### config.mk
export PLATFORM = sky130hd
export DESIGN_NAME = apsp_port
export DESIGN_NICKNAME = d
export VERILOG_FILES = /design/src/design/apsp_sync2.v /design/src/design/apsp_port.v
export VERILOG_INCLUDE_DIRS = /design/src /design/src/inc
export SDC_FILE = /design/constraint.sdc
export NUM_CORES = 1
export LEC_CHECK = 0
export CORE_UTILIZATION = 35
export CTS_CLUSTER_SIZE = 10
export DETAILED_ROUTE_END_ITERATION = 10
export DONT_BUFFER_PORTS = 1
export GPL_TIMING_DRIVEN = 0
export PLACE_DENSITY = 0.56
export SLEW_MARGIN = 20
export SYNTH_ARGS = -nofsm -noshare
export SYNTH_HDL_FRONTEND = slang
export SYNTH_HIERARCHICAL = 1
export SYNTH_SLANG_ARGS = --single-unit
### constraint.sdc
create_clock -name clk_in -period 4.5 [get_ports clk_in]
set_input_delay 0.225 -clock clk_in [delete_from_list [all_inputs] [get_ports clk_in]]
set_output_delay 0.225 -clock clk_in [all_outputs]
set_load 0.01 [all_outputs]
### src/inc/apsp_consts.vh
`ifndef APSP_CONSTS_VH
`define APSP_CONSTS_VH
// Result and selection widths
`define APSP_RESULT_W 14
`define APSP_CHAN_N 4
// Channel select register reset value (all channels included)
`define APSP_CHSEL_RESET 4'hf
// Field positions on the data lines
`define APSP_UPPER_LSB 6
`define APSP_MIDDLE_LSB 4
// Timing: conversion per channel in ns, done pulse in ns
`define APSP_CONV_NS 2400
`define APSP_DONE_NS 20
`define APSP_CLK_NS 5
`define APSP_CONV_CYC ((`APSP_CONV_NS) / (`APSP_CLK_NS))
`define APSP_DONE_CYC (((`APSP_DONE_NS) + (`APSP_CLK_NS) - 1) / (`APSP_CLK_NS))
// Coding select values
`define APSP_CODE_TWOS 1'b0
`define APSP_CODE_BINARY 1'b1
`endif

### src/design/apsp_sync2.v
`timescale 1ns/1ps
module apsp_sync2
#(
  parameter WIDTH = 1
)
(
  // Clock and reset
  input wire clk_in,
  input wire rst_n_in,
  // Data
  input wire [WIDTH-1:0] async_in,
  output reg [WIDTH-1:0] sync_out
);

reg [WIDTH-1:0] stage1;

always @(posedge clk_in or negedge rst_n_in)
begin
  if (!rst_n_in)
  begin
    stage1 <= {WIDTH{1'b0}};
    sync_out <= {WIDTH{1'b0}};
  end
  else
  begin
    stage1 <= async_in;
    sync_out <= stage1;
  end
end

endmodule // apsp_sync2

### src/design/apsp_port.v
`timescale 1ns/1ps
`include "apsp_consts.vh"
// What this block does
// - Each result goes out on 14 parallel lines with bit 13 as the most significant.
// - Results are twos complement for bipolar variants and straight binary for the unipolar one.
// - The result lines are three-state and released whenever no read is in progress.
// - The four low lines are two-way: driven during reads, written by the host with chip select and write strobe.
// - Line 0 of the select value controls channel 1, up to line 3 controlling channel 4.
// - A short low pulse marks the end of every single channel conversion in a sequence.
// - A select bit at one includes its channel and at zero excludes it.
// - The selection is latched on the rising edge of sample start and only affects the next sequence.
// - With source select high the register sets the sequence, with it low the include pins do.
module apsp_port
#(
  parameter CONV_CYC = `APSP_CONV_CYC,
  parameter DONE_CYC = `APSP_DONE_CYC
)
(
  // Clock and reset
  input wire clk_in,
  input wire rst_n_in,
  // Host bus pins
  input wire chip_select_n_in,
  input wire read_n_in,
  input wire write_n_in,
  input wire [3:0] low_nibble_lines_in,
  output reg [3:0] low_nibble_lines_out,
  output wire low_nibble_lines_oe_out,
  output reg [1:0] middle_result_lines_out,
  output reg [7:0] upper_result_lines_out,
  output wire result_lines_oe_out,
  // Sequence control pins
  input wire sample_start_n_in,
  input wire source_select_in,
  input wire [3:0] channel_include_pins_in,
  input wire unipolar_coding_in,
  // Converter core side
  input wire [`APSP_RESULT_W-1:0] core_result_in,
  output reg [1:0] core_channel_out,
  output wire core_busy_out,
  output reg conversion_done_n_out
);

////////////////////////////////////////////////////////////////////////
localparam S_IDLE = 3'b001;
localparam S_CONV = 3'b010;
localparam S_NEXT = 3'b100;

wire cs_act_s;
wire rd_act_s;
wire wr_act_s;
wire start_act_s;
wire cs_n_s;
wire rd_n_s;
wire wr_n_s;
wire start_n_s;
wire src_s;
wire uni_s;
wire [3:0] pins_s;
wire [3:0] nib_s;
wire [3:0] selected_set;

// Strobes pass inverted so the flops reset to their idle level,
// else reset release would look like a start or write edge
apsp_sync2 #(.WIDTH(4)) u_sync_strobe
(
  .clk_in(clk_in),
  .rst_n_in(rst_n_in),
  .async_in({~chip_select_n_in, ~read_n_in, ~write_n_in, ~sample_start_n_in}),
  .sync_out({cs_act_s, rd_act_s, wr_act_s, start_act_s})
);

// Level controls; source and pins looked at only on a start edge, coding at each conversion end
apsp_sync2 #(.WIDTH(6)) u_sync_ctrl
(
  .clk_in(clk_in),
  .rst_n_in(rst_n_in),
  .async_in({source_select_in, unipolar_coding_in, channel_include_pins_in}),
  .sync_out({src_s, uni_s, pins_s})
);

// Host data, held still by the host around the strobe edge
apsp_sync2 #(.WIDTH(4)) u_sync_data
(
  .clk_in(clk_in),
  .rst_n_in(rst_n_in),
  .async_in(low_nibble_lines_in),
  .sync_out(nib_s)
);

assign cs_n_s = ~cs_act_s;
assign rd_n_s = ~rd_act_s;
assign wr_n_s = ~wr_act_s;
assign start_n_s = ~start_act_s;

////////////////////////////////////////////////////////////////////////
reg [3:0] channel_sequence_select;
reg [3:0] pending;
reg wr_n_d;
reg start_n_d;
reg [2:0] state;
reg [11:0] conv_cnt;
reg [7:0] done_cnt;
reg [`APSP_RESULT_W-1:0] result_q;

wire reading = ~cs_n_s & ~rd_n_s;
wire wr_rise = wr_n_s & ~wr_n_d;
wire start_rise = start_n_s & ~start_n_d;
// Source looked at only on the start edge, so later changes wait
assign selected_set = src_s ? channel_sequence_select : pins_s;

// Lowest pending channel first
function [1:0] apsp_first;
  input [3:0] set;
  begin
    apsp_first = set[0] ? 2'h0 : set[1] ? 2'h1 : set[2] ? 2'h2 : 2'h3;
  end
endfunction

assign result_lines_oe_out = reading;
assign low_nibble_lines_oe_out = reading;
assign core_busy_out = (state != S_IDLE);

always @(posedge clk_in or negedge rst_n_in)
begin
  if (!rst_n_in)
  begin
    channel_sequence_select <= `APSP_CHSEL_RESET;
    wr_n_d <= 1'b1;
    start_n_d <= 1'b1;
  end
  else
  begin
    wr_n_d <= wr_n_s;
    start_n_d <= start_n_s;
    // Data already two flops old, so it matches the strobe edge
    if (wr_rise && !cs_n_s)
      channel_sequence_select <= nib_s;
  end
end

////////////////////////////////////////////////////////////////////////
always @(posedge clk_in or negedge rst_n_in)
begin
  if (!rst_n_in)
  begin
    state <= S_IDLE;
    pending <= 4'h0;
    conv_cnt <= 12'h000;
    done_cnt <= 8'h00;
    core_channel_out <= 2'h0;
    conversion_done_n_out <= 1'b1;
    result_q <= {`APSP_RESULT_W{1'b0}};
  end
  else
  begin
    // A pulse set in the case below overrides this release
    if (done_cnt != 8'h00)
      done_cnt <= done_cnt - 8'h01;
    else
      conversion_done_n_out <= 1'b1;
    case (state)
      S_IDLE:
      begin
        // Starts during a sequence are ignored
        if (start_rise)
        begin
          pending <= selected_set;
          state <= S_NEXT;
        end
      end
      S_NEXT:
      begin
        // Empty selection ends at once with no pulse
        if (pending == 4'h0)
          state <= S_IDLE;
        else
        begin
          core_channel_out <= apsp_first(pending);
          conv_cnt <= CONV_CYC[11:0] - 12'h001;
          state <= S_CONV;
        end
      end
      S_CONV:
      begin
        if (conv_cnt != 12'h000)
          conv_cnt <= conv_cnt - 12'h001;
        else
        begin
          // Unipolar part shows straight binary, else flip the core offset code
          result_q <= (uni_s == `APSP_CODE_BINARY) ? core_result_in
            : {~core_result_in[`APSP_RESULT_W-1], core_result_in[`APSP_RESULT_W-2:0]};
          pending[core_channel_out] <= 1'b0;
          conversion_done_n_out <= 1'b0;
          done_cnt <= DONE_CYC[7:0] - 8'h01;
          state <= S_NEXT;
        end
      end
      default:
        state <= S_IDLE;
    endcase
  end
end

////////////////////////////////////////////////////////////////////////
// Register outputs so the lines change only on clock edges
always @(posedge clk_in or negedge rst_n_in)
begin
  if (!rst_n_in)
  begin
    upper_result_lines_out <= 8'h00;
    middle_result_lines_out <= 2'h0;
    low_nibble_lines_out <= 4'h0;
  end
  else
  begin
    upper_result_lines_out <= result_q[13:`APSP_UPPER_LSB];
    middle_result_lines_out <= result_q[`APSP_UPPER_LSB-1:`APSP_MIDDLE_LSB];
    low_nibble_lines_out <= result_q[`APSP_MIDDLE_LSB-1:0];
  end
end

endmodule // apsp_port

=== Word-level counts from Yosys, hierarchy flattened ===
Index checks and enable logic that the tools add are counted.

* Bits in registers: 92
* Input port bits: 30

* Multiplexer cells: 23
* Reduce and logical (&&, ||, !) cells: 12
* Add/subtract/negate cells: 2
* Equal/unequal tests: 8
* Bitwise operators: 16
* $lt $le $gt $ge: 2

{| class="wikitable"
|+ Operators by type and width
! kind !! count
|-
| 2-to-1 mux 12 bit || 2
|-
| 2-to-1 mux 8 bit || 3
|-
| case mux 12 bit (2 select lines) || 1
|-
| 2-to-1 mux 14 bit || 1
|-
| 2-to-1 mux 4 bit || 3
|-
| nonzero test 12 bit || 1
|-
| subtractor 12 x 1 -> 12 bit, second input constant || 1
|-
| NOT 1 bit || 11
|-
| case mux 3 bit (3 select lines) || 1
|-
| != test 2 bit, second input constant || 4
|-
| case mux 4 bit (2 select lines) || 1
|-
| nonzero test 8 bit || 1
|-
| subtractor 8 x 1 -> 8 bit, second input constant || 1
|-
| 2-to-1 mux 2 bit || 3
|-
| 2-to-1 mux 3 bit || 2
|-
| AND reduction 2 bit || 3
|-
| AND reduction 3 bit || 2
|-
| 2-to-1 mux 1 bit || 5
|-
| bitwise AND 4 bit || 1
|-
| zero test 4 bit || 1
|-
| NOT 4 bit || 1
|-
| nonzero test 2 bit || 2
|-
| bitwise AND 1 bit || 3
|-
| equality test 3 x 1 -> 1 bit, second input constant || 1
|-
| 7 further kinds || 8
|}

=== Logic depth before layout (Yosys ltp) ===
* Depth after elaboration: 8
* Gate-level depth with buffers: 8

=== Hierarchy ===
Netlist, hierarchy kept.

{| class="wikitable"
|+ Modules (own cells, without submodules)
! module !! seq. area each (sq um) !! area each (sq um) !! times used !! cells an instance
|-
| apsp_port || 1611.5 || 2706.3 || 1 || 248
|-
| apsp_sync2 at u_sync_data ... || 200.2 || 200.2 || 2 || 8
|-
| apsp_sync2 at u_sync_ctrl || 300.3 || 300.3 || 1 || 12
|}

=== Least setup slack after synthesis ===
No wires, ideal clock.

* Path type: register to register
* Start point: register state[0]
* End point: register pending[1]
* Stages on the path, launching flop included: 6
* Slack: 2.714 ns
* Arrival: 1.656 ns
* Path buffers: 1
* Required time: 4.370 ns
* Period minus slack after synthesis: 1.786 ns
* Cell sequence: dfstp_2 or3b_1 or3_1 clkbuf_1 a21oi_1 o22ai_1

* Longest elaborated chain between the ends: 3
* Elaborated cells between the ends (all ways): 7
* Classes of those cells: 4 x eq/ne; 1 x mux; 2 x reduce/logical

{| class="wikitable"
|+ RTL lines
! what !! RTL line !! RTL
|-
| start, declared || apsp_port.v:101 || <nowiki>reg [2:0] state;</nowiki>
|-
| start signal, assigned || apsp_port.v:147 || <nowiki>state <= S_IDLE;</nowiki>
|-
| start signal, assigned || apsp_port.v:169 || <nowiki>state <= S_NEXT;</nowiki>
|-
| start signal, assigned || apsp_port.v:176 || <nowiki>state <= S_IDLE;</nowiki>
|-
| equality test 3 x 2 -> 1 bit or equality test 3 x 1 -> 1 bit (tied branches) || apsp_port.v:162 || <nowiki>case (state)</nowiki>
|-
| != test 2 bit (no source line) or nonzero test 2 bit (tied branches) || n/a ||
|-
| AND reduction 3 bit (no source line) || n/a ||
|-
| end signal, assigned || apsp_port.v:168 || <nowiki>pending <= selected_set;</nowiki>
|-
| end, declared || apsp_port.v:98 || <nowiki>reg [3:0] pending;</nowiki>
|}

Several ways; a longest one is shown, not always the timed one.
A chain may end at the register's enable or synchronous reset.

=== Worst setup path after layout ===
* Start point: register conv_cnt[0]
* End point: register pending[3]

* Longest elaborated chain between the ends: 3

{| class="wikitable"
|+ RTL lines
! what !! RTL line !! RTL
|-
| start, declared || apsp_port.v:102 || <nowiki>reg [11:0] conv_cnt;</nowiki>
|-
| start signal, assigned || apsp_port.v:180 || <nowiki>conv_cnt <= CONV_CYC[11:0] - 12'h001;</nowiki>
|-
| start signal, assigned || apsp_port.v:187 || <nowiki>conv_cnt <= conv_cnt - 12'h001;</nowiki>
|-
| nonzero test 12 bit || apsp_port.v:186 || <nowiki>if (conv_cnt != 12'h000)</nowiki>
|-
| != test 2 bit (no source line) || n/a ||
|-
| AND reduction 3 bit (no source line) || n/a ||
|}

No other way between the ends.

==> impl_metrics.py <==
metrics = {
    "critical_path": {
        "cp_max_fo": 10,
        "slowest_stage": "nor4b_2",
        "worst-setup-path-type": "register to register",
        "cp.depth": 7,
        "start_kind": "register",
        "crit_family": "simple AND/OR/NAND/NOR gates",
        "cp.required_ns": 4.74,
        "ff2ff_setup_slack_ns": 2.28,
        "r2r_cells": 7,
        "cp-end-kind": "register",
        "arrival_ns": 2.46,
        "crit_chain": "inv_1 > ha_1 > nor4b_2 > nand4_1 > clkbuf_1 > a21oi_1 > o22ai_1",
        "cpPeakStageDelay_ns": 0.52,
        "critPathBufInv": 2,
    },
    "place": {
        "gp_congestion": 0.728,
        "post-place-ws_ns": 2.28,
        "portBuffers": 0,
        "dpl.hpwl_um": 3840,
    },
    "synthesis": {
        "synth_top_family_by_area": "simple AND/OR/NAND/NOR gates",
        "avgSynthCellArea_sq_um": 12.3,
        "synthSimpleGateAreaFrac_pct": 15.4,
        "syn_inst": 276,
        "synth_flop_cell": "dfrtp_1",
        "syn_nets": 310,
        "yosys_warnings": 6,
        "synth_compound_area_share_pct": 7.01,
        "yosysSeqAreaShare_pct": 67.9,
        "synth-seq-cells": 92,
        "synthMuxAreaShare_pct": 3.38,
        "synthAdderAreaFrac_pct": 1.47,
        "synthDistinctLibCells": 49,
        "async_flop_share_pct": 100,
        "syn-cell-area_sq_um": 3410,
        "synth-xor-area-share_pct": 2.06,
        "synth_edf_count": 0,
    },
    "cts": {
        "clk_pin_slew_ns": 0.09,
        "clock-sinks": 92,
        "numCtsBuffers": 9,
        "clockBufferDepth": 2,
        "htree_levels": 3,
        "cts_resized": 0,
        "clock_latency_ns": 0.36,
        "cts-root-buf": "clkbuf_8",
        "cts_tree": "built",
    },
    "detailed_routing": {
        "remaining_drc_errors": 0,
        "first_pass_iters": 4,
        "wl_per_cell_um": 13.5,
        "wirelength_um": 6060,
        "num_vias": 2126,
        "postRouteAntennaNets": 0,
        "drtIter0Drc": 111,
        "routed_via_density": 4.72,
    },
    "timing": {
        "hold_viol_final": 0,
        "tightest_slew_ns": 0.653,
        "rsz0062_at_grt": "no",
        "relSlewSlack_pct": 56.1,
        "period_minus_slack_ns": 2.22,
        "fin_crit_sh_pct": 49.3,
        "clock.fmax_ghz": 0.451,
        "skew_ns": 0.0119,
        "final.setup.tns_ns": 0,
        "fin_ws_ns": 2.28,
        "finalSetupViolations": 0,
        "report.final.slew_viol_count": 0,
    },
    "floorplan": {
        "start_util_pct": 36.5,
        "die_y_um": 101,
        "io_pins": 50,
        "coreArea_sq_um": 9330,
        "rows": 35,
        "die_x_um": 101,
        "dieArea_sq_um": 10100,
    },
    "layout": {
        "nFillCells": 894,
        "final_layout_size_suffix_gt1_share_pct": 13.4,
        "synthToLayoutAreaGrowth_pct": 19.8,
        "final_cell_mix": "dfrtp_1 (84), nand2_1 (53), dlygate4sd3_1 (28)",
        "final_net_count": 350,
        "antenna_cells": 0,
        "multi_input_area_sq_um": 1000,
        "regArea_sq_um": 2310,
        "final_common_cell": "dfrtp_1",
    },
    "power": {
        "power_frac_comb_pct": 15.5,
        "pwr-share-clk_pct": 28.8,
        "p_sw_w": 0.000603,
        "ir_drop_mv": 0.195,
        "seqPwrFrac_pct": 55.7,
        "internal_power_w": 0.00138,
        "power.leakage_nw": 1.75,
        "p_per_area_nw_per_um2": 487,
        "switching_share_pct": 30.3,
    },
    "global_route": {
        "grt_pass1_vias": 2121,
        "gr-total-overflow": 0,
        "antenna_found_initial": 0,
        "grt_max_degree": 93,
        "grt_usage_pct": 13.5,
        "grt_pass1_wl_um": 10300,
    },
    "hold_path": {
        "min_path_type": "primary input to register",
        "hold_depth": 2,
    },
    "flow_run": {
        "drv_cap": 0,
    },
    "run_status": {
        "status": "complete, no violations",
    },
}
[final timing paths]
path	from	to
setup / recovery	conv_cnt[0]	pending[3]
min in group asynchronous	rst_n_in	conv_cnt[5]
hold / removal	core_result_in[13]	result_q[13]
hold reg to reg	u_sync_data/stage1[1]	u_sync_data/sync_out[1]
setup reg to reg	conv_cnt[0]	pending[3]
max in group asynchronous	rst_n_in	conversion_done_n_out
[metrics by stage]
step | utilization (%) | cell area [sq um] | instances | power, W | hold slack, ns
5_1_grt | 43.7 | 4080 | 450 | 0.00212 | 0.0773
6_report | 43.7 | 4080 | 450 | 0.00199 | 0.0731
3_3_place_gp | 38.3 | 3570 | 405 | 0.00138 | -0.0655
3_5_place_dp | 38.3 | 3570 | 405 | 0.00139 | -0.0655
4_1_cts | 43.7 | 4080 | 450 | 0.00201 | 0.0566
2_1_floorplan | - | 3410 | 276 | 0.00132 | -0.0706
[registers in the layout, summed over array words and instances (netlist names), 3 cells and up]
| name | count |
|---|---|
| channel_sequence_select | 4 |
| conv_cnt | 12 |
| done_cnt | 8 |
| low_nibble_lines_out | 4 |
| pending | 4 |
| result_q | 14 |
| state | 3 |
| u_sync_ctrl/stage1 | 6 |
| u_sync_ctrl/sync_out | 6 |
| u_sync_data/stage1 | 4 |
| u_sync_data/sync_out | 4 |
| u_sync_strobe/stage1 | 4 |
| u_sync_strobe/sync_out | 4 |
| upper_result_lines_out | 8 |
[metal layers]
metal	global-route usage, %	vias to the layer above	wire [um]
met5	0	-	0
met4	6.02	0	121
met3	4.85	9	359
met2	20.1	43	2840
met1	17.7	1059	2740
li1	-	1015	-
[area by class of cell]
class                           count  share of cell area [%]
Clock buffer                        9                    3.04
Sequential cell                    92                    56.7
Clock inverter                      7                    1.96
Inverter                           14                    1.29
Buffer                              8                    1.04
Multi-Input combinational cell    162                    24.5
Tap cell                          129                    3.96
Timing Repair Buffer               29                    7.54
[cell usage after synthesis (2+ instances only)]
cell type / count / share of area (%)
a211oi_1: 2 / 0.44
a21oi_1: 13 / 1.9
a31oi_1: 3 / 0.55
buf_4: 3 / 0.66
clkbuf_1: 3 / 0.33
dfrtp_1: 84 / 62
dfstp_2: 8 / 6.2
ha_1: 4 / 1.5
inv_1: 14 / 1.5
mux2_2: 4 / 1.3
mux2i_1: 7 / 2.1
nand2_1: 53 / 5.8
nand2b_1: 3 / 0.55
nand3_1: 2 / 0.29
nor2_1: 13 / 1.4
nor3_1: 6 / 0.88
nor3b_1: 2 / 0.44
nor4_1: 5 / 0.92
o21ai_0: 6 / 0.88
o22ai_1: 2 / 0.37
o2bb2ai_1: 2 / 0.51
o31ai_1: 2 / 0.44
or3_1: 2 / 0.37
or4_1: 2 / 0.44
xnor2_1: 4 / 1.0
xor2_1: 4 / 1.0
[logic make-up after synthesis]
| family | after synthesis |
|---|---|
| XOR/XNOR | 8 |
| AND/OR/NAND/NOR | 102 |
| adder cells (fa/ha/maj) | 4 |
| flip-flops | 92 |
| AO/OA/AOI/OAI | 37 |
| multiplexers | 11 |
| buffers and inverters | 22 |
[repair_timing]
action | in CTS | in global routing
endpoints found under the hold margin | 119 | 0
endpoints found under the setup margin | 0 | 0
hold buffers | 29 | 0
buffers inserted | 0 | 0
[power by group through the flow]
stage	Sequential (W)	Combinational, W	Clock (W)
after floorplan	0.00109	0.000232	0
after global placement	0.00112	0.000264	0
after detailed placement	0.00112	0.000272	0
after CTS	0.00111	0.000312	0.000592
after global routing	0.00113	0.000362	0.000625
final	0.00111	0.000307	0.000573
Note: power is estimated with default switching activity, not from simulation.
